### src/jmc_regs.svh
`ifndef JMC_REGS_SVH
`define JMC_REGS_SVH

// Register byte offsets on the plain register port.
`define JMC_OFS_MODE 8'h00
`define JMC_OFS_KLEN 8'h04
`define JMC_OFS_DEVID 8'h08
`define JMC_OFS_LINKCTL 8'h0C
`define JMC_OFS_INMUX 8'h10
`define JMC_OFS_STATUS 8'h14
`define JMC_OFS_CHKSUM 8'h18
`define JMC_OFS_LANES 8'h1C

// Field positions.
`define JMC_LINKCTL_SCR 0
`define JMC_LINKCTL_EN 1
`define JMC_INMUX_SWAP 0
`define JMC_INMUX_SEL_B 1

// Reset values.
`define JMC_RST_MODE 5'h00
`define JMC_RST_KLEN 5'h1F
`define JMC_RST_DEVID 8'h00
`define JMC_RST_LINKCTL 2'h0
`define JMC_RST_INMUX 2'h0
`define JMC_RST_SCR_SEED 15'h7FFF

// Fixed values sent in the alignment sequence, its octet count, and the largest K.
`define JMC_ILAS_JESDV 3'h1
`define JMC_ILAS_SUBCLASSV 3'h1
`define JMC_ILAS_OCTETS 14
`define JMC_MAX_K 6'h20

`endif

### src/jmc_pkg.sv
package jmc_pkg;

  // Everything one operating mode fixes; counts are true values, not minus one.
  typedef struct packed {
    logic valid;
    logic des;
    logic [4:0] decim;
    logic [1:0] links;
    logic [4:0] n;
    logic [1:0] cs;
    logic [4:0] np;
    logic [3:0] l;
    logic [3:0] m;
    logic [3:0] f;
    logic [3:0] s;
    logic [4:0] r_x4;
    logic [5:0] kmin;
    logic [1:0] kstep;
  } jmc_mode_t;

  // Two 12-bit samples of one input taken in one device clock (even, odd phase).
  typedef struct packed {
    logic [11:0] odd;
    logic [11:0] even;
  } jmc_pair_t;

  // One register port access.
  typedef struct packed {
    logic [7:0] addr;
    logic [31:0] wdata;
    logic wr;
    logic rd;
  } jmc_regreq_t;

endpackage

### src/jmc_config.sv
`timescale 1ns/1ns
`include "jmc_regs.svh"

// Show-ahead FIFO built as a shift register so the head word is a flop.
module jmc_fifo #(
  parameter int WIDTH = 24,
  parameter int DEPTH = 8
) (
  input wire logic ref_clk_i,
  input wire logic rst_i,
  input wire logic in_valid_i,
  output logic in_ready_o,
  input wire logic [WIDTH-1:0] in_data_i,
  output logic out_valid_o,
  input wire logic out_ready_i,
  output logic [WIDTH-1:0] out_data_o
);
  localparam int CW = $clog2(DEPTH + 1);
  logic [WIDTH-1:0] mem_r [DEPTH];
  logic [WIDTH-1:0] mem_nxt [DEPTH];
  logic [CW-1:0] cnt_r;
  logic [CW-1:0] cnt_nxt;
  logic push;
  logic pop;

  // Ready and valid are registered, so neither side sees a combinational path.
  assign push = in_valid_i && in_ready_o;
  assign pop = out_valid_o && out_ready_i;
  assign out_data_o = mem_r[0];

  // Every entry shifts towards the head on a pop and loads at the tail on a push.
  generate
    for (genvar i = 0; i < DEPTH; i++)
    begin : g_ent
      always_comb
      begin
        mem_nxt[i] = mem_r[i];
        if (pop)
        begin
          mem_nxt[i] = (i == DEPTH - 1) ? mem_r[i] : mem_r[(i + 1) % DEPTH];
        end
        if (push && (CW'(i) == cnt_r - CW'(pop)))
        begin
          mem_nxt[i] = in_data_i;
        end
      end
      always_ff @(posedge ref_clk_i or posedge rst_i)
      begin
        if (rst_i)
          mem_r[i] <= '0;
        else
          mem_r[i] <= mem_nxt[i];
      end
    end
  endgenerate

  // Occupancy count; full and empty flags are flops loaded from the next count, so they match it in the same cycle.
  always_comb
  begin
    cnt_nxt = cnt_r + CW'(push) - CW'(pop);
  end

  always_ff @(posedge ref_clk_i or posedge rst_i)
  begin
    if (rst_i)
    begin
      cnt_r <= '0;
      in_ready_o <= 1'b0;
      out_valid_o <= 1'b0;
    end
    else
    begin
      cnt_r <= cnt_nxt;
      in_ready_o <= (cnt_nxt != CW'(DEPTH));
      out_valid_o <= (cnt_nxt != '0);
    end
  end
endmodule

// Mode decoder, alignment parameter set and sample path for the transmit side.
module jmc_config #(
  parameter int FIFO_DEPTH = 8
) (
  input wire logic ref_clk_i,
  input wire logic rst_i,
  input wire logic [7:0] reg_addr_i,
  input wire logic [31:0] reg_wdata_i,
  input wire logic reg_wr_i,
  input wire logic reg_rd_i,
  output logic [31:0] reg_rdata_o,
  input wire jmc_pkg::jmc_pair_t ain_i,
  input wire jmc_pkg::jmc_pair_t bin_i,
  input wire logic samp_valid_i,
  output logic samp_ready_o,
  output logic [23:0] lane_data_o,
  output logic lane_valid_o,
  input wire logic lane_ready_i,
  input wire logic ilas_rd_i,
  input wire logic ilas_link_i,
  input wire logic [2:0] ilas_lane_i,
  input wire logic [3:0] ilas_idx_i,
  output logic [7:0] ilas_octet_o,
  output logic ilas_valid_o,
  output logic [15:0] lane_en_o,
  output logic des_o,
  output logic ddc_en_o,
  output logic [4:0] decim_o,
  output logic [4:0] serdes_mult_o,
  output logic pll_bypass_o
);
  import jmc_pkg::*;

  jmc_regreq_t req; // Bundled register access.
  logic [4:0] mode_r, mode_nxt; // Operating mode selector.
  logic [4:0] klen_r, klen_nxt; // Multiframe length field, K minus one.
  logic [7:0] devid_r, devid_nxt; // Device identifier sent in the alignment.
  logic [1:0] linkctl_r, linkctl_nxt; // Scrambler enable and link enable.
  logic [1:0] inmux_r, inmux_nxt; // Input swap and single input select.
  logic [31:0] rdata_nxt;
  jmc_mode_t cur; // Parameters of the selected mode.
  logic [5:0] k_val; // True multiframe length.
  logic k_legal; // K is allowed for this mode.
  logic [15:0] lane_en_nxt;
  logic [7:0] octet_nxt;
  logic [7:0] sum_l0; // Checksum for lane 0 of the first link.
  logic [14:0] scr_r, scr_nxt; // Scrambler history.
  jmc_pair_t word_w; // Routed samples before scrambling.
  logic [23:0] fifo_in;
  logic fifo_in_valid;

  assign req = '{addr: reg_addr_i, wdata: reg_wdata_i, wr: reg_wr_i, rd: reg_rd_i};

  // Mode table; an unlisted code is reported invalid and turns the lanes off.
  // mode derives parameters
  function automatic jmc_mode_t decode(input logic [4:0] md);
    jmc_mode_t t;
    t = '0;
    t.valid = 1'b1;
    t.links = 2'd2;
    t.decim = 5'd1;
    case (md)
      5'd0: t = '{1'b1, 1'b1, 5'd1, 2'd2, 5'd12, 2'd0, 5'd12, 4'd4, 4'd4, 4'd8, 4'd5, 5'd16, 6'd3, 2'd1};
      5'd1: t = '{1'b1, 1'b1, 5'd1, 2'd2, 5'd12, 2'd0, 5'd12, 4'd8, 4'd8, 4'd8, 4'd5, 5'd8, 6'd3, 2'd1};
      5'd2: t = '{1'b1, 1'b0, 5'd1, 2'd2, 5'd12, 2'd0, 5'd12, 4'd4, 4'd4, 4'd8, 4'd5, 5'd16, 6'd3, 2'd1};
      5'd3: t = '{1'b1, 1'b0, 5'd1, 2'd2, 5'd12, 2'd0, 5'd12, 4'd8, 4'd8, 4'd8, 4'd5, 5'd8, 6'd3, 2'd1};
      5'd4: t = '{1'b1, 1'b1, 5'd1, 2'd2, 5'd8, 2'd0, 5'd8, 4'd2, 4'd1, 4'd1, 4'd2, 5'd20, 6'd18, 2'd2};
      5'd5: t = '{1'b1, 1'b1, 5'd1, 2'd2, 5'd8, 2'd0, 5'd8, 4'd4, 4'd1, 4'd1, 4'd4, 5'd10, 6'd18, 2'd2};
      5'd6: t = '{1'b1, 1'b0, 5'd1, 2'd2, 5'd8, 2'd0, 5'd8, 4'd2, 4'd1, 4'd1, 4'd2, 5'd20, 6'd18, 2'd2};
      5'd7: t = '{1'b1, 1'b0, 5'd1, 2'd2, 5'd8, 2'd0, 5'd8, 4'd4, 4'd1, 4'd1, 4'd4, 5'd10, 6'd18, 2'd2};
      5'd9: t = '{1'b1, 1'b0, 5'd2, 2'd2, 5'd15, 2'd1, 5'd16, 4'd4, 4'd1, 4'd2, 4'd4, 5'd10, 6'd9, 2'd1};
      5'd10: t = '{1'b1, 1'b0, 5'd4, 2'd2, 5'd15, 2'd1, 5'd16, 4'd2, 4'd2, 4'd2, 4'd1, 5'd20, 6'd9, 2'd1};
      5'd11: t = '{1'b1, 1'b0, 5'd4, 2'd2, 5'd15, 2'd1, 5'd16, 4'd4, 4'd2, 4'd2, 4'd2, 5'd10, 6'd9, 2'd1};
      5'd12: t = '{1'b1, 1'b0, 5'd4, 2'd2, 5'd12, 2'd0, 5'd12, 4'd8, 4'd8, 4'd8, 4'd5, 5'd4, 6'd3, 2'd1};
      5'd13: t = '{1'b1, 1'b0, 5'd8, 2'd2, 5'd15, 2'd1, 5'd16, 4'd1, 4'd2, 4'd4, 4'd1, 5'd20, 6'd5, 2'd1};
      5'd14: t = '{1'b1, 1'b0, 5'd8, 2'd2, 5'd15, 2'd1, 5'd16, 4'd2, 4'd2, 4'd2, 4'd1, 5'd10, 6'd9, 2'd1};
      5'd15: t = '{1'b1, 1'b0, 5'd16, 2'd1, 5'd15, 2'd1, 5'd16, 4'd1, 4'd4, 4'd8, 4'd1, 5'd20, 6'd3, 2'd1};
      5'd16: t = '{1'b1, 1'b0, 5'd16, 2'd2, 5'd15, 2'd1, 5'd16, 4'd1, 4'd2, 4'd4, 4'd1, 5'd10, 6'd5, 2'd1};
      5'd17: t = '{1'b1, 1'b1, 5'd1, 2'd2, 5'd8, 2'd0, 5'd8, 4'd8, 4'd1, 4'd1, 4'd8, 5'd5, 6'd18, 2'd2};
      5'd18: t = '{1'b1, 1'b0, 5'd1, 2'd2, 5'd8, 2'd0, 5'd8, 4'd8, 4'd1, 4'd1, 4'd8, 5'd5, 6'd18, 2'd2};
      default: t = '0;
    endcase
    return t;
  endfunction

  // One configuration octet of a lane, in the standard octet order.
  // standard octet layout
  function automatic logic [7:0] octet(input jmc_mode_t p, input logic [7:0] did, input logic [4:0] lid,
                                       input logic scr, input logic [4:0] km1, input logic [3:0] idx);
    logic [7:0] o;
    o = 8'h00;
    case (idx)
      4'd0: o = did;
      4'd1: o = 8'h00;
      4'd2: o = {3'b000, lid};
      4'd3: o = {scr, 2'b00, 5'(p.l - 4'd1)};
      4'd4: o = 8'(p.f - 4'd1);
      4'd5: o = {3'b000, km1};
      4'd6: o = 8'(p.m - 4'd1);
      4'd7: o = {3'b000, 5'(p.n - 5'd1)};
      4'd8: o = {`JMC_ILAS_SUBCLASSV, 5'(p.np - 5'd1)};
      4'd9: o = {`JMC_ILAS_JESDV, 5'(p.s - 4'd1)};
      4'd10: o = 8'h00;
      default: o = 8'h00;
    endcase
    return o;
  endfunction

  // Checksum adds every field at its own weight, not the packed octets, so SCR counts as one.
  // modulo 256 sum
  function automatic logic [7:0] chksum(input jmc_mode_t p, input logic [7:0] did, input logic [4:0] lid,
                                        input logic scr, input logic [4:0] km1);
    logic [7:0] acc;
    acc = did + 8'(lid) + 8'(scr) + 8'(p.l - 4'd1) + 8'(p.f - 4'd1) + 8'(km1) + 8'(p.m - 4'd1);
    acc = acc + 8'(p.n - 5'd1) + 8'(p.np - 5'd1) + 8'(`JMC_ILAS_SUBCLASSV) + 8'(`JMC_ILAS_JESDV);
    acc = acc + 8'(p.s - 4'd1);
    return acc;
  endfunction

  // Self-synchronous scrambler, polynomial 1 + x^14 + x^15, MSB first.
  function automatic logic [38:0] scramble(input logic [23:0] d, input logic [14:0] s);
    logic [14:0] h;
    logic [23:0] o;
    h = s;
    o = '0;
    for (int i = 23; i >= 0; i--)
    begin
      o[i] = d[i] ^ h[13] ^ h[14];
      h = {h[13:0], o[i]};
    end
    return {h, o};
  endfunction

  assign cur = decode(mode_r);
  assign k_val = 6'(klen_r) + 6'd1;

  // Report only; the host must keep K inside the mode's range and step.
  // multiframe length check
  assign k_legal = cur.valid && (k_val >= cur.kmin) && (k_val <= `JMC_MAX_K) &&
                   ((cur.kstep == 2'd1) || !(k_val[0] ^ cur.kmin[0]));
  assign sum_l0 = chksum(cur, devid_r, 5'd0, linkctl_r[`JMC_LINKCTL_SCR], klen_r);

  // Register writes and the read answer, registered one cycle later.
  always_comb
  begin
    mode_nxt = mode_r;
    klen_nxt = klen_r;
    devid_nxt = devid_r;
    linkctl_nxt = linkctl_r;
    inmux_nxt = inmux_r;
    rdata_nxt = 32'h0000_0000;
    if (req.wr)
    begin
      case (req.addr)
        `JMC_OFS_MODE: mode_nxt = req.wdata[4:0];
        `JMC_OFS_KLEN: klen_nxt = req.wdata[4:0];
        `JMC_OFS_DEVID: devid_nxt = req.wdata[7:0];
        `JMC_OFS_LINKCTL: linkctl_nxt = req.wdata[1:0];
        `JMC_OFS_INMUX: inmux_nxt = req.wdata[1:0];
        default: ; // Unmapped writes are dropped.
      endcase
    end
    if (req.rd)
    begin
      case (req.addr)
        `JMC_OFS_MODE: rdata_nxt = {27'h0, mode_r};
        `JMC_OFS_KLEN: rdata_nxt = {27'h0, klen_r};
        `JMC_OFS_DEVID: rdata_nxt = {24'h0, devid_r};
        `JMC_OFS_LINKCTL: rdata_nxt = {30'h0, linkctl_r};
        `JMC_OFS_INMUX: rdata_nxt = {30'h0, inmux_r};
        `JMC_OFS_STATUS: rdata_nxt = {13'h0, cur.r_x4, 4'h0, cur.decim, cur.links, k_legal, cur.des, cur.valid};
        `JMC_OFS_CHKSUM: rdata_nxt = {24'h0, sum_l0};
        `JMC_OFS_LANES: rdata_nxt = {16'h0, lane_en_o};
        default: rdata_nxt = 32'h0000_0000; // Unmapped reads return zero.
      endcase
    end
  end

  always_ff @(posedge ref_clk_i or posedge rst_i)
  begin
    if (rst_i)
    begin
      mode_r <= `JMC_RST_MODE;
      klen_r <= `JMC_RST_KLEN;
      devid_r <= `JMC_RST_DEVID;
      linkctl_r <= `JMC_RST_LINKCTL;
      inmux_r <= `JMC_RST_INMUX;
      reg_rdata_o <= 32'h0000_0000;
    end
    else
    begin
      mode_r <= mode_nxt;
      klen_r <= klen_nxt;
      devid_r <= devid_nxt;
      linkctl_r <= linkctl_nxt;
      inmux_r <= inmux_nxt;
      reg_rdata_o <= rdata_nxt;
    end
  end

  // Lane enables: the lowest L lanes of each used link, the rest powered down.
  // lowest lanes only
  always_comb
  begin
    lane_en_nxt = 16'h0000;
    if (cur.valid && linkctl_r[`JMC_LINKCTL_EN])
    begin
      lane_en_nxt[7:0] = 8'((9'h001 << cur.l) - 9'h001);
      if (cur.links == 2'd2)
        lane_en_nxt[15:8] = lane_en_nxt[7:0];
    end
  end

  // Alignment octet for a requested lane; lane number is the lane identifier.
  // all parameters sent except CS, sent as zero
  always_comb
  begin
    if (ilas_idx_i == 4'(`JMC_ILAS_OCTETS - 1))
      octet_nxt = chksum(cur, devid_r, {2'b00, ilas_lane_i}, linkctl_r[`JMC_LINKCTL_SCR], klen_r);
    else
      octet_nxt = octet(cur, devid_r, {2'b00, ilas_lane_i}, linkctl_r[`JMC_LINKCTL_SCR], klen_r, ilas_idx_i);
  end

  // Mode-derived control outputs, all registered.
  always_ff @(posedge ref_clk_i or posedge rst_i)
  begin
    if (rst_i)
    begin
      lane_en_o <= 16'h0000;
      des_o <= 1'b0;
      ddc_en_o <= 1'b0;
      decim_o <= 5'h00;
      serdes_mult_o <= 5'h00;
      pll_bypass_o <= 1'b0;
      ilas_octet_o <= 8'h00;
      ilas_valid_o <= 1'b0;
    end
    else
    begin
      lane_en_o <= lane_en_nxt;
      des_o <= cur.des;
      ddc_en_o <= cur.valid && !cur.des && (cur.decim != 5'd1);
      decim_o <= cur.decim;
      serdes_mult_o <= cur.r_x4;
      pll_bypass_o <= (cur.r_x4 == 5'd4);
      ilas_octet_o <= ilas_rd_i ? octet_nxt : 8'h00;
      ilas_valid_o <= ilas_rd_i && (ilas_idx_i < 4'(`JMC_ILAS_OCTETS)) && !ilas_link_i | (ilas_rd_i &&
                      ilas_link_i && cur.links == 2'd2 && ilas_idx_i < 4'(`JMC_ILAS_OCTETS));
    end
  end

  // Input routing: dual sends one sample of each input, single sends two of one.
  always_comb
  begin
    if (cur.des)
    begin
      word_w = inmux_r[`JMC_INMUX_SEL_B] ? bin_i : ain_i;
    end
    else
    begin
      word_w.even = inmux_r[`JMC_INMUX_SWAP] ? bin_i.even : ain_i.even;
      word_w.odd = inmux_r[`JMC_INMUX_SWAP] ? ain_i.even : bin_i.even;
    end
  end

  // Scrambling happens before buffering so the history advances only on accepted words.
  // scrambler applied
  always_comb
  begin
    fifo_in_valid = samp_valid_i && linkctl_r[`JMC_LINKCTL_EN] && cur.valid;
    scr_nxt = scr_r;
    fifo_in = word_w;
    if (linkctl_r[`JMC_LINKCTL_SCR])
    begin
      {scr_nxt, fifo_in} = scramble(word_w, scr_r);
      if (!(fifo_in_valid && samp_ready_o))
        scr_nxt = scr_r;
    end
  end

  always_ff @(posedge ref_clk_i or posedge rst_i)
  begin
    if (rst_i)
      scr_r <= `JMC_RST_SCR_SEED;
    else
      scr_r <= scr_nxt;
  end

  // The buffer's ready is the source's ready, so a stalled lane side backs up to the inputs.
  jmc_fifo #(.WIDTH(24), .DEPTH(FIFO_DEPTH)) u_fifo (
    .ref_clk_i(ref_clk_i),
    .rst_i(rst_i),
    .in_valid_i(fifo_in_valid),
    .in_ready_o(samp_ready_o),
    .in_data_i(fifo_in),
    .out_valid_o(lane_valid_o),
    .out_ready_i(lane_ready_i),
    .out_data_o(lane_data_o)
  );
endmodule

### config.mk
export PLATFORM = sky130hd
export DESIGN_NAME = jmc_config
export DESIGN_NICKNAME = d
export VERILOG_FILES = /design/src/jmc_pkg.sv /design/src/jmc_config.sv
export VERILOG_INCLUDE_DIRS = /design/src
export SDC_FILE = /design/constraint.sdc
export NUM_CORES = 1
export LEC_CHECK = 0
export ABC_CLOCK_PERIOD_IN_PS = 12400
export BUFFER_PORTS_ARGS = -buffer_cell sky130_fd_sc_hd__buf_2
export CAP_MARGIN = 20
export CORE_UTILIZATION = 59
export DETAILED_ROUTE_END_ITERATION = 10
export PLACE_DENSITY = 0.8
export SYNTH_ARGS = -nofsm -noshare
export SYNTH_HDL_FRONTEND = slang
export SYNTH_SLANG_ARGS = --single-unit
### constraint.sdc
create_clock -name ref_clk_i -period 12.4 [get_ports ref_clk_i]
set_input_delay 2.48 -clock ref_clk_i [delete_from_list [all_inputs] [get_ports ref_clk_i]]
set_output_delay 2.48 -clock ref_clk_i [all_outputs]
set_load 0.1 [all_outputs]
; ---- Word-level counts from Yosys, hierarchy flattened
; Memories as Yosys holds them, arrays and structs flattened.
; Cells that the tools add are included.
[word_totals]
register_bits = 305
mem_bits_ro = 1440
word_cells = 215
mem_count = 1
output_inout_bits = 96
[memory_table]
columns = name, words, word_bits, rd, rd_clocked_by_memory_dff, wr, line
row1 = (name not given), 32, 45, 1, 0, 0, jmc_config.sv:141  ; case (md)
[classes]
shift = 1
addsub = 36
muxes = 26
eq_ne = 28
reduce_logical = 44
n_lt_le_gt_ge = 3
bitwise = 50
[ops]
columns = operator, count
row1 = 2-to-1 mux 24 bit, 17
row2 = one-hot mux 19 bit (8 select lines), 1
row3 = adder 8 bit, 12
row4 = one-hot mux 8 bit (9 select lines), 1
row5 = XOR 1 bit, 49
row6 = adder 8 x 1 -> 8 bit (second input constant), 4
row7 = equality test 8 x 5 -> 1 bit (second input constant), 4
row8 = subtractor 4 x 1 -> 5 bit (second input constant), 6
row9 = 2-to-1 mux 12 bit, 2
row10 = 2-to-1 mux 8 bit, 3
row11 = logical AND 1 bit, 23
row12 = 2-to-1 mux 19 bit, 1
row13 = adder 8 x 1 -> 8 bit, 2
row14 = adder 8 x 5 -> 8 bit, 2
row15 = equality test 3 x 4 -> 1 bit (first input constant), 4
row16 = equality test 4 x 3 -> 1 bit (second input constant), 4
row17 = equality test 8 x 4 -> 1 bit (second input constant), 2
row18 = 2-to-1 mux 16 bit, 1
row19 = nonzero test 2 bit, 7
row20 = equality test 4 bit (second input constant), 3
row21 = AND reduction 2 bit, 6
row22 = subtractor 5 x 1 -> 6 bit (second input constant), 2
row23 = subtractor 5 x 1 -> 5 bit (second input constant), 2
row24 = adder 8 x 3 -> 8 bit, 1
row25 = other kinds (23), 29

; ---- Depth between registers and ports, before layout
; Gate-level depths: netlist of run 1.
[logic_depth]
word_depth = 13
ltp_mapped = 24
ltp_nobuf = 23

; ---- By module
; A second synthesis of run 1 with hierarchy kept.
[hier_totals]
cells_unflattened = 1636
area_unflattened_um2 = 18878.1
[modules_own_cells]
columns = module, n_inst, cells_per_inst, area_each_um2
row1 = jmc_fifo, 1, 666, 9878.2
row2 = jmc_config, 1, 970, 8999.9

; ---- Worst setup path before layout of run 1
; Ideal clock, no wire load.
[synth_timing]
path_kind = input to register
start = in ilas_lane_i[1]
end = reg ilas_octet_o[7]
required_time_ps = 12278
setup_time_ps = 122
n_path_buf = 0
path_slack_ps = 6131
arrival_time_ps = 6147
stages = 15
cell_sequence = fa_1 > inv_1 > fa_1 > inv_1 > fa_1 > fa_1 > ha_1 > fa_1 > a21o_1 > a21oi_1 > o21bai_1 > a21oi_1 > xnor3_1 > nand2b_1 > a21oi_1
[synth_between]
elab_chain_len = 13
[synth_lines]
columns = element, line
row1 = start: declaration, jmc_config.sv:100  ; input wire logic [2:0] ilas_lane_i,
row2 = adder 8 x 3 -> 8 bit, jmc_config.sv:193  ; acc = did + 8'(lid) + 8'(scr) + 8'(p.l - 4'd1) + 8'(p.f - 4'd1) + 8'(km1) + 8'(p.m - 4'd1);
row3 = adder 8 x 1 -> 8 bit, jmc_config.sv:193
row4 = adder 8 bit (2 in a row), jmc_config.sv:193
row5 = adder 8 x 5 -> 8 bit, jmc_config.sv:193
row6 = adder 8 bit, jmc_config.sv:193
row7 = adder 8 bit (2 in a row), jmc_config.sv:194  ; acc = acc + 8'(p.n - 5'd1) + 8'(p.np - 5'd1) + 8'(`JMC_ILAS_SUBCLASSV) + 8'(`JMC_ILAS_JESDV);
row8 = adder 8 x 1 -> 8 bit (2 in a row), jmc_config.sv:194
row9 = adder 8 bit, jmc_config.sv:195  ; acc = acc + 8'(p.s - 4'd1);
row10 = 2-to-1 mux 8 bit, jmc_config.sv:297  ; if (ilas_idx_i == 4'(`JMC_ILAS_OCTETS - 1))
row11 = 2-to-1 mux 8 bit, jmc_config.sv:325  ; ilas_octet_o <= ilas_rd_i ? octet_nxt : 8'h00;
row12 = end signal: assignment, jmc_config.sv:325
row13 = end: declaration, jmc_config.sv:102  ; output logic [7:0] ilas_octet_o,
; No other way between the ends.
; A chain may end at the register's enable or synchronous reset.

; ---- Worst setup path after layout of run 1
[layout_timing]
start = reg mode_r[0]
end = reg reg_rdata_o[7]
[layout_between]
elab_chain_len = 13
word_cells_on_any_way = 18
cone_classes = 15 x add/sub / 2 x mux / 1 x memory
[layout_lines]
columns = element, line
row1 = start: declaration, jmc_config.sv:114  ; logic [4:0] mode_r, mode_nxt;
row2 = start signal: assignment, jmc_config.sv:262  ; mode_r <= `JMC_RST_MODE;
row3 = start signal: assignment, jmc_config.sv:271  ; mode_r <= mode_nxt;
row4 = memory (32 x 45 bit) *, n/a
row5 = subtractor 4 x 1 -> 5 bit, jmc_config.sv:193
row6 = adder 8 bit (2 in a row), jmc_config.sv:193
row7 = adder 8 x 5 -> 8 bit, jmc_config.sv:193
row8 = adder 8 bit, jmc_config.sv:193
row9 = adder 8 bit (2 in a row), jmc_config.sv:194
row10 = adder 8 x 1 -> 8 bit (2 in a row), jmc_config.sv:194
row11 = adder 8 bit, jmc_config.sv:195
row12 = one-hot mux 19 bit (8 select lines) *, jmc_config.sv:244  ; case (req.addr)
row13 = 2-to-1 mux 19 bit *, jmc_config.sv:242  ; if (req.rd)
row14 = via rdata_nxt[7], jmc_config.sv:119  ; logic [31:0] rdata_nxt;
row15 = end signal: assignment, jmc_config.sv:276  ; reg_rdata_o <= rdata_nxt;
row16 = end: declaration, jmc_config.sv:90  ; output logic [31:0] reg_rdata_o,
; The timed path passes the listed nets; every way through them passes the cells marked *.

==> impl_metrics.ini, run 1 <==
[timing]
tns_ps = 0
rsz0062_at_grt = no
finClkSkew_ps = 22.6
fin_crit_sh_pct = 59.8
period_minus_slack_ps = 7410
slew_violations = 0
slew_headroom_pct = 27.0
fmax_ghz = 0.135
worstMarginPinSlew_ps = 1090
setup_viol = 0
hold_violations = 0

[routing]
drt-met1-wl_um = 21500
top_layer = met4
ant_nets = 0
dr_wl_met2_um = 21900
firstDrtPassIters = 6
first_iter_violations = 1330
drc_errors = 0
routed_wl_um = 48700
avgViaCountPerCell = 5.80
wire_per_inst_um = 19.2
vias = 14720
wl_met3_um = 4070

[pwr]
switching_share_pct = 45.9
cellPowerDensity_nw_per_um2 = 233
leakage_uw = 0.0100
combPwrFrac_pct = 55.0
p_int_uw = 2570
switchingPower_uw = 2190
clkPwrFrac_pct = 19.1
pwr-share-seq_pct = 25.9
peakVddDrop_mv = 0.327

[global_routing]
grt_pass1_wl_um = 78500
globalRouteOverflowTotal = 0
antenna_found_initial = 0
grt_pass1_vias = 14494
grt_usage_pct = 30.4
grt_max_degree = 136

[logic_synthesis]
synth_seq_cells = 292
synthTopCellsByArea = dfrtp_1 (36%), nand2_1 (9.3%), fa_1 (6.2%)
synth_area_leader_cell = dfrtp_1
syn_area_um2 = 18700
synth_warnings = 0
synth.avg_cell_area_um2 = 9.15
yosysSeqAreaShare_pct = 39.2
async_flop_share_pct = 100
postSynthCellCount = 2045
synth_flop_cell = dfrtp_1
synth_edf_count = 0
synth_top_area_share_pct = 36.4
yosysUniqueCellTypes = 81

[worst_setup_path]
cp-end-kind = register
r2r_start = mode_r[0]
r2r-end = reg_rdata_o[7]
startpoint_type = register
worstSetupPathType = register to register
cpMaxStageDelayCell = dfrtp_1
crit_path_max_incr_delay_ps = 600
cp.arrival_ps = 7860
crit_required_ps = 12850
crit_start = mode_r[0]
crit_fanout = 11
r2r_slack_ps = 4990
crit_path_end = reg_rdata_o[7]
worstRegToRegCells = 23
crit_chain = inv_1 > ha_1 > nand2b_1 > mux2i_1 > o21ai_0 > ha_1 > xor2_1 > inv_1 > fa_1 > fa_1 > inv_1 > fa_1 > inv_1 > fa_1 > inv_1 > fa_1 > a21o_1 > a21oi_1 > o21bai_1 > a21oi_1 > xor3_1 > a221oi_1 > nor2_1

[die]
die-area_um2 = 32400
placeableCoreArea_um2 = 30900
start_util_pct = 60.6
num_io_pins = 199
fp-row-count = 64
die_y_um = 180
fp.dieW_um = 180

[clock_network]
cts_buffers = 31
root_buffer = clkbuf_16
cts_hold_buf = 0
tritoncts = done
cts_num_sinks = 292
clk_pin_slew_ps = 60
post-cts-setup-buffers = 0
h-tree-depth = 1
cts_buffer_depth = 3
cts.repair.resized = 0
clk_latency_ps = 580

[cells_and_area]
ff_latch_area_um2 = 7330
final_cell_area_um2 = 20500
final_util_pct = 66.2
drive_above_1_share_pct = 15.7
area_delta_synth_final_pct = 9.35
nFillCells = 2478
diodes = 0
fin_nets = 2340
multi_input_area_um2 = 10200

[placement]
port_buffers = 161
gp_congestion = 0.967
place_area_um2 = 19400
hpwl_um = 35100

[run_status]
outcome = finished clean

[hold_path]
hp-class = register to register

[job]
cap_violations = 0
==> worst min path at each step <==
stage / from / to / slack, ps / depth (start not counted)
after floorplan: u_fifo.mem_r[0] / u_fifo.mem_r[0] / 450 / 2
after global routing: u_fifo.mem_r[20] / u_fifo.mem_r[20] / 510 / 1
final: u_fifo.mem_r[9] / u_fifo.mem_r[9] / 490 / 2
after CTS: u_fifo.mem_r[5] / u_fifo.mem_r[5] / 490 / 2
after global placement: u_fifo.mem_r[6] / u_fifo.mem_r[6] / 460 / 2
after detailed placement: u_fifo.mem_r[5] / u_fifo.mem_r[5] / 470 / 2
==> state kept, by name (all words and copies together) (netlist names) <==
register,flops
ddc_en_o,1
decim_o,5
des_o,1
devid_r,8
ilas_octet_o,8
ilas_valid_o,1
inmux_r,2
klen_r,5
lane_en_o,16
linkctl_r,2
mode_r,5
pll_bypass_o,1
reg_rdata_o,19
scr_r,15
serdes_mult_o,5
u_fifo.cnt_r,4
u_fifo.in_ready_o,1
u_fifo.mem_r,168
u_fifo.out_data_o,24
u_fifo.out_valid_o,1
==> routing by layer <==
layer  vias to the layer above  track usage, %
met1                      7153            44.1
li1                       6885               -
met5                         -               0
met4                         0            7.86
met3                        86            6.24
met2                       596            46.8
==> worst max-delay path, delay by kind of cell (launching register included) <==
family	cells	cell delay, ps
buffers and inverters	5	570
muxes	1	70
AOI/OAI and AO/OA	6	1640
adders and majority gates	7	3300
and+or+nand+nor	2	210
xor gates and xnor gates	2	900
DFF	1	600
==> cell families after synthesis <==
group / count (synthesis) / synth area share, %
buffers and inverters: 270 / 6.54
xor gates and xnor gates: 143 / 7.40
DFF: 292 / 39.2
and+or+nand+nor: 729 / 16.7
adders and majority gates: 120 / 10.3
other: 1 / 0.0200
muxes: 128 / 8.10
AOI/OAI and AO/OA: 362 / 11.7
==> metrics by stage <==
stage	hold slack (ps)	setup slack, ps	cells	power, µW
global placement	462	5130	2479	3750
detailed placement	472	5050	2479	3830
global route	513	4630	2536	5060
floorplan	450	1890	2057	3120
finish	487	4990	2536	4760
CTS	486	5070	2535	4760
==> layout make-up <==
class	instances	area share, %
sequential	292	35.8
multi-input combinational	1495	49.9
timing repair buffer	181	4.77
clock inverter	12	0.593
clock buffer	44	4.27
tap	396	2.42
inverter	116	2.18
==> cells in the final DEF, fill, tap and decap left out, types with 25 or more instances in the layout <==
cell and count:
xor2_1 47, mux2i_1 75, nand2_1 463, buf_2 161, mux2_2 36, and2_1 25
nor2_1 126, a21oi_1 63, fa_1 58, ha_1 62, xnor2_1 81, o21ai_0 129
clkbuf_16 31, dfrtp_1 272, inv_1 112, a31oi_1 80
==> synthesized netlist by cell type, types with 36 or more instances <==
cell type,count
a21oi_1,63
a31oi_1,80
buf_4,40
clkbuf_1,91
dfrtp_1,272
fa_1,58
ha_1,62
inv_1,113
mux2_2,36
mux2i_1,75
nand2_1,464
nor2_1,126
o21ai_0,129
xnor2_1,81
xor2_1,47
==> power by group through the flow <==
stage               Clock [µW]  Sequential, µW  Combinational, µW
floorplan                    0            1260               1860
global placement             0            1230               2510
detailed placement           0            1240               2590
CTS                        919            1230               2620
global route               956            1250               2850
finish                     909            1230               2620
Power figures use the tool's default switching activity.
==> inputs of run 2 (changes only) <==
ABC_CLOCK_PERIOD_IN_PS = 7100   (was 12400)
clock period = 7.1 ns   (was 12.4 ns; I/O delays follow)
==> impl_metrics.ini, run 2 (same netlist as run 1, synthesis figures left out) <==
[global_routing]
grt_usage_pct = 30.6
grt_pass1_wl_um = 78200
globalRouteOverflowTotal = 0
antenna_found_initial = 0
grt_max_degree = 98
grt_pass1_vias = 14453

[cells_and_area]
largest_register_ffs = 168
max_flop_register = u_fifo.mem_r
final_cells = 2550
final_common_cell = nand2_1
diodes = 0
area_delta_synth_final_pct = 10.1
drive_above_1_share_pct = 16.1
nFillCells = 2427
final_cell_mix = nand2_1 (463), dfrtp_1 (272), buf_2 (161)
fin_nets = 2359

[clock_network]
cts_buffer_depth = 3
cts_buffers = 30
h-tree-depth = 1
tritoncts = done
post-cts-setup-buffers = 0
cts_hold_buf = 0
root_buffer = clkbuf_16
cts_num_sinks = 292
clk_latency_ps = 570
clk_pin_slew_ps = 60
cts.repair.resized = 0

[routing]
vias = 14926
wire_per_inst_um = 19.3
first_iter_violations = 1324
firstDrtPassIters = 5
avgViaCountPerCell = 5.85
ant_nets = 0
routed_wl_um = 49100
drc_errors = 0

[worst_setup_path]
crit_fanout = 7
r2r-end = reg_rdata_o[7]
startpoint_type = register
worstRegToRegCells = 23
crit_chain = inv_1 > ha_1 > nand2_1 > a21oi_1 > inv_1 > ha_1 > inv_1 > fa_1 > inv_1 > fa_1 > fa_1 > inv_1 > fa_1 > inv_1 > ha_1 > fa_1 > a21o_1 > a21oi_1 > o21bai_1 > a21oi_1 > xor3_1 > a221oi_1 > nor2_1
critical_path.most_common_cell = inv_1
worstSetupPathType = register to register
cp.arrival_ps = 7040
crit_path_max_incr_delay_ps = 570
r2r_start = mode_r[0]
r2r_slack_ps = 490
crit_required_ps = 7540
cp-end-kind = register
cpMaxStageDelayCell = ha_1

[timing]
fin_crit_sh_pct = 93.0
setup_ws_ps = 495
holdWs_ps = 483
slew_violations = 0
worstMarginPinSlew_ps = 1020
fmax_ghz = 0.151
slew_headroom_pct = 31.5
setup_viol = 0
finClkSkew_ps = 6.21
hold_violations = 0
period_minus_slack_ps = 6610
rsz0062_at_grt = no
tns_ps = 0

[placement]
gp_congestion = 0.978
hpwl_um = 36000
post-place-cells = 2499
port_buffers = 161
dpl_worst_slack_ps = 550

[die]
die-area_um2 = 32400
die_y_um = 180
fp.dieW_um = 180
fp-row-count = 64
num_io_pins = 199
start_util_pct = 60.6
placeableCoreArea_um2 = 30900

[hold_path]
worstHoldEndpoint = u_fifo.mem_r[7]
min_path_cells = 2
hp-class = register to register
min_from = u_fifo.mem_r[7]

[pwr]
p_int_uw = 4550
cellPowerDensity_nw_per_um2 = 409
combPwrFrac_pct = 55.6
p_total_uw = 8430
peakVddDrop_mv = 0.489
switchingPower_uw = 3880
pwr-share-seq_pct = 25.4
leakage_uw = 0.0101
switching_share_pct = 46.0
clkPwrFrac_pct = 19.0

[run_status]
outcome = finished clean

[job]
cap_violations = 0
==> run 2: cell types whose count changed in the layout (fill, tap and decap cells not counted), moves of 2 or more <==
| cell | previous run | this run |
|---|---|---|
| inv_8 | 2 | 0 |
| clkinv_2 | 5 | 1 |
| clkinv_4 | 3 | 0 |
| clkbuf_1 | 8 | 10 |
| clkinvlp_4 | 0 | 3 |
| bufinv_16 | 1 | 4 |
| clkbuf_8 | 5 | 2 |
| buf_4 | 19 | 39 |
==> run 2: cell type report <==
| cell class | instances | area [µm²] | share of cell area, % |
|---|---|---|---|
| clock buffer | 42 | 816 | 3.96 |
| tap | 396 | 495 | 2.40 |
| multi-input combinational | 1495 | 10200 | 49.6 |
| clock inverter | 8 | 170 | 0.826 |
| inverter | 116 | 442 | 2.14 |
| sequential | 292 | 7330 | 35.6 |
| timing repair buffer | 201 | 1130 | 5.47 |
==> run 2: how the worst max path moves through the flow <==
stage,startpoint,end,slack (ps),cells after the start
after floorplan,mode_r[0],reg_rdata_o[7],870,23
after global placement,mode_r[3],reg_rdata_o[7],660,21
after detailed placement,mode_r[0],reg_rdata_o[7],550,23
after CTS,mode_r[0],reg_rdata_o[7],530,23
after global routing,mode_r[0],reg_rdata_o[7],150,23
final,mode_r[0],reg_rdata_o[7],490,23
==> run 2: worst max-delay path, delay by kind of cell (launching register included) <==
family / cells / cell delay [ps]
buffers and inverters: 6 / 600
and+or+nand+nor: 2 / 140
adders and majority gates: 8 / 3530
DFF: 1 / 380
AOI/OAI and AO/OA: 6 / 1400
xor gates and xnor gates: 1 / 430
==> run 2: per-stage QoR <==
stage | utilization, % | area, µm²
floorplan | - | 18800
global placement | 63.4 | 19600
detailed placement | 63.4 | 19600
CTS | 66.6 | 20600
global route | 66.7 | 20600
finish | 66.7 | 20600
==> run 2: power by group through the flow <==
stage / Combinational, µW / Clock, µW / Sequential, µW
final: 4690 / 1600 / 2150
after global routing: 5070 / 1690 / 2180
after CTS: 4670 / 1620 / 2140
after detailed placement: 4620 / 0 / 2170
after global placement: 4490 / 0 / 2150
after floorplan: 3250 / 0 / 2200
==> run 2: per-layer routing <==
layer	up-vias	track usage [%]	share of wire, %
met5	-	0	0
met4	0	9.68	3.1
met3	92	6.59	8.8
met2	610	46.5	45
met1	7294	43.9	44
li1	6930	-	-
==> inputs of run 3 (changes only) <==
BUFFER_PORTS_ARGS = not set   (was -buffer_cell sky130_fd_sc_hd__buf_2)
DONT_BUFFER_PORTS = 1   (was not set)
PLACE_DENSITY = 0.75   (was 0.8)
==> impl_metrics.ini, run 3 (same netlist as run 1, synthesis figures left out) <==
[run_status]
outcome = finished clean

[global_routing]
grt_pass1_vias = 13674
globalRouteOverflowTotal = 0
antenna_found_initial = 0
grt_pass1_wl_um = 75900
grt_max_degree = 158
grt_usage_pct = 29.8

[routing]
routed_wl_um = 47600
ant_nets = 0
first_iter_violations = 1368
vias = 14106
firstDrtPassIters = 7
avgViaCountPerCell = 5.88
wire_per_inst_um = 19.8
drc_errors = 0

[die]
die_y_um = 180
placeableCoreArea_um2 = 30900
die-area_um2 = 32400
fp-row-count = 64
start_util_pct = 60.6
fp.dieW_um = 180
num_io_pins = 199

[cells_and_area]
final_cell_mix = nand2_1 (463), dfrtp_1 (272), o21ai_0 (129)
largest_register_ffs = 168
area_delta_synth_final_pct = 6.31
drive_above_1_share_pct = 9.94
diodes = 0
final_common_cell = nand2_1
max_flop_register = u_fifo.mem_r
fin_nets = 2200
final_util_pct = 64.4

[pwr]
combPwrFrac_pct = 50.0
cellPowerDensity_nw_per_um2 = 419
p_total_uw = 8330
peakVddDrop_mv = 0.793
leakage_uw = 0.00942
p_int_uw = 4530
switchingPower_uw = 3800
pwr-share-seq_pct = 29.5
switching_share_pct = 45.6
clkPwrFrac_pct = 20.5

[job]
cap_violations = 0

[placement]
gp_congestion = 0.986
hpwl_um = 34800
port_buffers = 0

[timing]
fmax_ghz = 0.150
hold_violations = 0
finClkSkew_ps = 13.6
slew_violations = 0
tns_ps = 0
fin_crit_sh_pct = 94.1
period_minus_slack_ps = 6680
slew_headroom_pct = 26.9
setup_viol = 0
worstMarginPinSlew_ps = 1100
rsz0062_at_grt = no

[clock_network]
post-cts-setup-buffers = 0
cts_buffers = 34
root_buffer = clkbuf_16
cts_hold_buf = 0
clk_latency_ps = 530
tritoncts = done
cts_buffer_depth = 3
clk_pin_slew_ps = 60
cts.repair.resized = 0
h-tree-depth = 2
cts_num_sinks = 292

[hold_path]
min_path_cells = 2
hp-class = register to register

[worst_setup_path]
crit_required_ps = 7500
cp-end-kind = register
startpoint_type = register
cp.arrival_ps = 7090
worstRegToRegCells = 22
worstSetupPathType = register to register
crit_fanout = 13
-- run 3: changes by cell type in the layout (fill, tap and decap cells not counted), moves of 3 or more --
cell	previous run	this run
buf_2	161	0
clkbuf_1	10	7
clkbuf_8	2	8
clkinv_2	1	7
bufinv_16	4	0
clkbuf_16	30	34
-- run 3: routing by layer --
layer  up-vias  global-route usage [%]  part of all wire (%)
met3        91                    6.41                   8.8
met2       559                    43.5                    43
li1       6607                       -                     -
met4         0                    8.55                   2.9
met5         -                       0                     0
met1      6849                    44.6                    46
-- run 3: metrics by stage --
| stage | hold WS (ps) | area [µm²] | std cells | setup slack (ps) |
|---|---|---|---|---|
| global placement | 461 | 18800 | 2337 | 598 |
| global route | 506 | 19900 | 2399 | 149 |
| detailed placement | 470 | 18800 | 2337 | 504 |
| finish | 482 | 19900 | 2399 | 415 |
| floorplan | 450 | 18800 | 2057 | 868 |
| CTS | 484 | 19900 | 2399 | 475 |
-- run 3: power groups by stage --
| stage | clock (µW) | combinational (µW) | sequential, µW |
|---|---|---|---|
| final | 1710 | 4170 | 2460 |
| after CTS | 1730 | 4160 | 2460 |
| after floorplan | 0 | 3250 | 2200 |
| after global placement | 0 | 4040 | 2470 |
| after detailed placement | 0 | 4130 | 2480 |
| after global routing | 1800 | 4600 | 2490 |
-- run 3: final cells by class --
| class | count | area (µm²) |
|---|---|---|
| clock buffer | 49 | 987 |
| fill | 2531 | 11000 |
| multi-input combinational | 1495 | 10200 |
| inverter | 116 | 442 |
| tap | 396 | 495 |
| sequential | 292 | 7330 |
| clock inverter | 13 | 123 |
| timing repair buffer | 38 | 298 |
-- run 3: final timing paths --
kind / start / to / slack [ps]
worst max-delay path: mode_r[2] / reg_rdata_o[7] / 420
max in group asynchronous: rst_i / u_fifo.out_data_o[3] / 4510
min in group asynchronous: rst_i / reg_rdata_o[13] / 720
worst max register to register: mode_r[2] / reg_rdata_o[7] / 420
worst min-delay path: u_fifo.mem_r[5] / u_fifo.mem_r[5] / 480
worst min register to register: u_fifo.mem_r[5] / u_fifo.mem_r[5] / 480
-- run 3: critical path: stages (launching register included) --
cell      delay (ps)
dfrtp_1          610
clkinv_1         400
ha_1             370
nor2b_1          150
a211oi_2          60
buf_4            210
nor3_1           400
xor2_1           320
fa_1             570
xor2_1           190
ha_1             320
fa_1             530
inv_1             50
fa_1             520
inv_1             40
ha_1             320
a21o_1           170
a21oi_1          230
o21bai_1          90
a21oi_1          190
xor3_1           430
a221oi_1         310
nor2_1            60
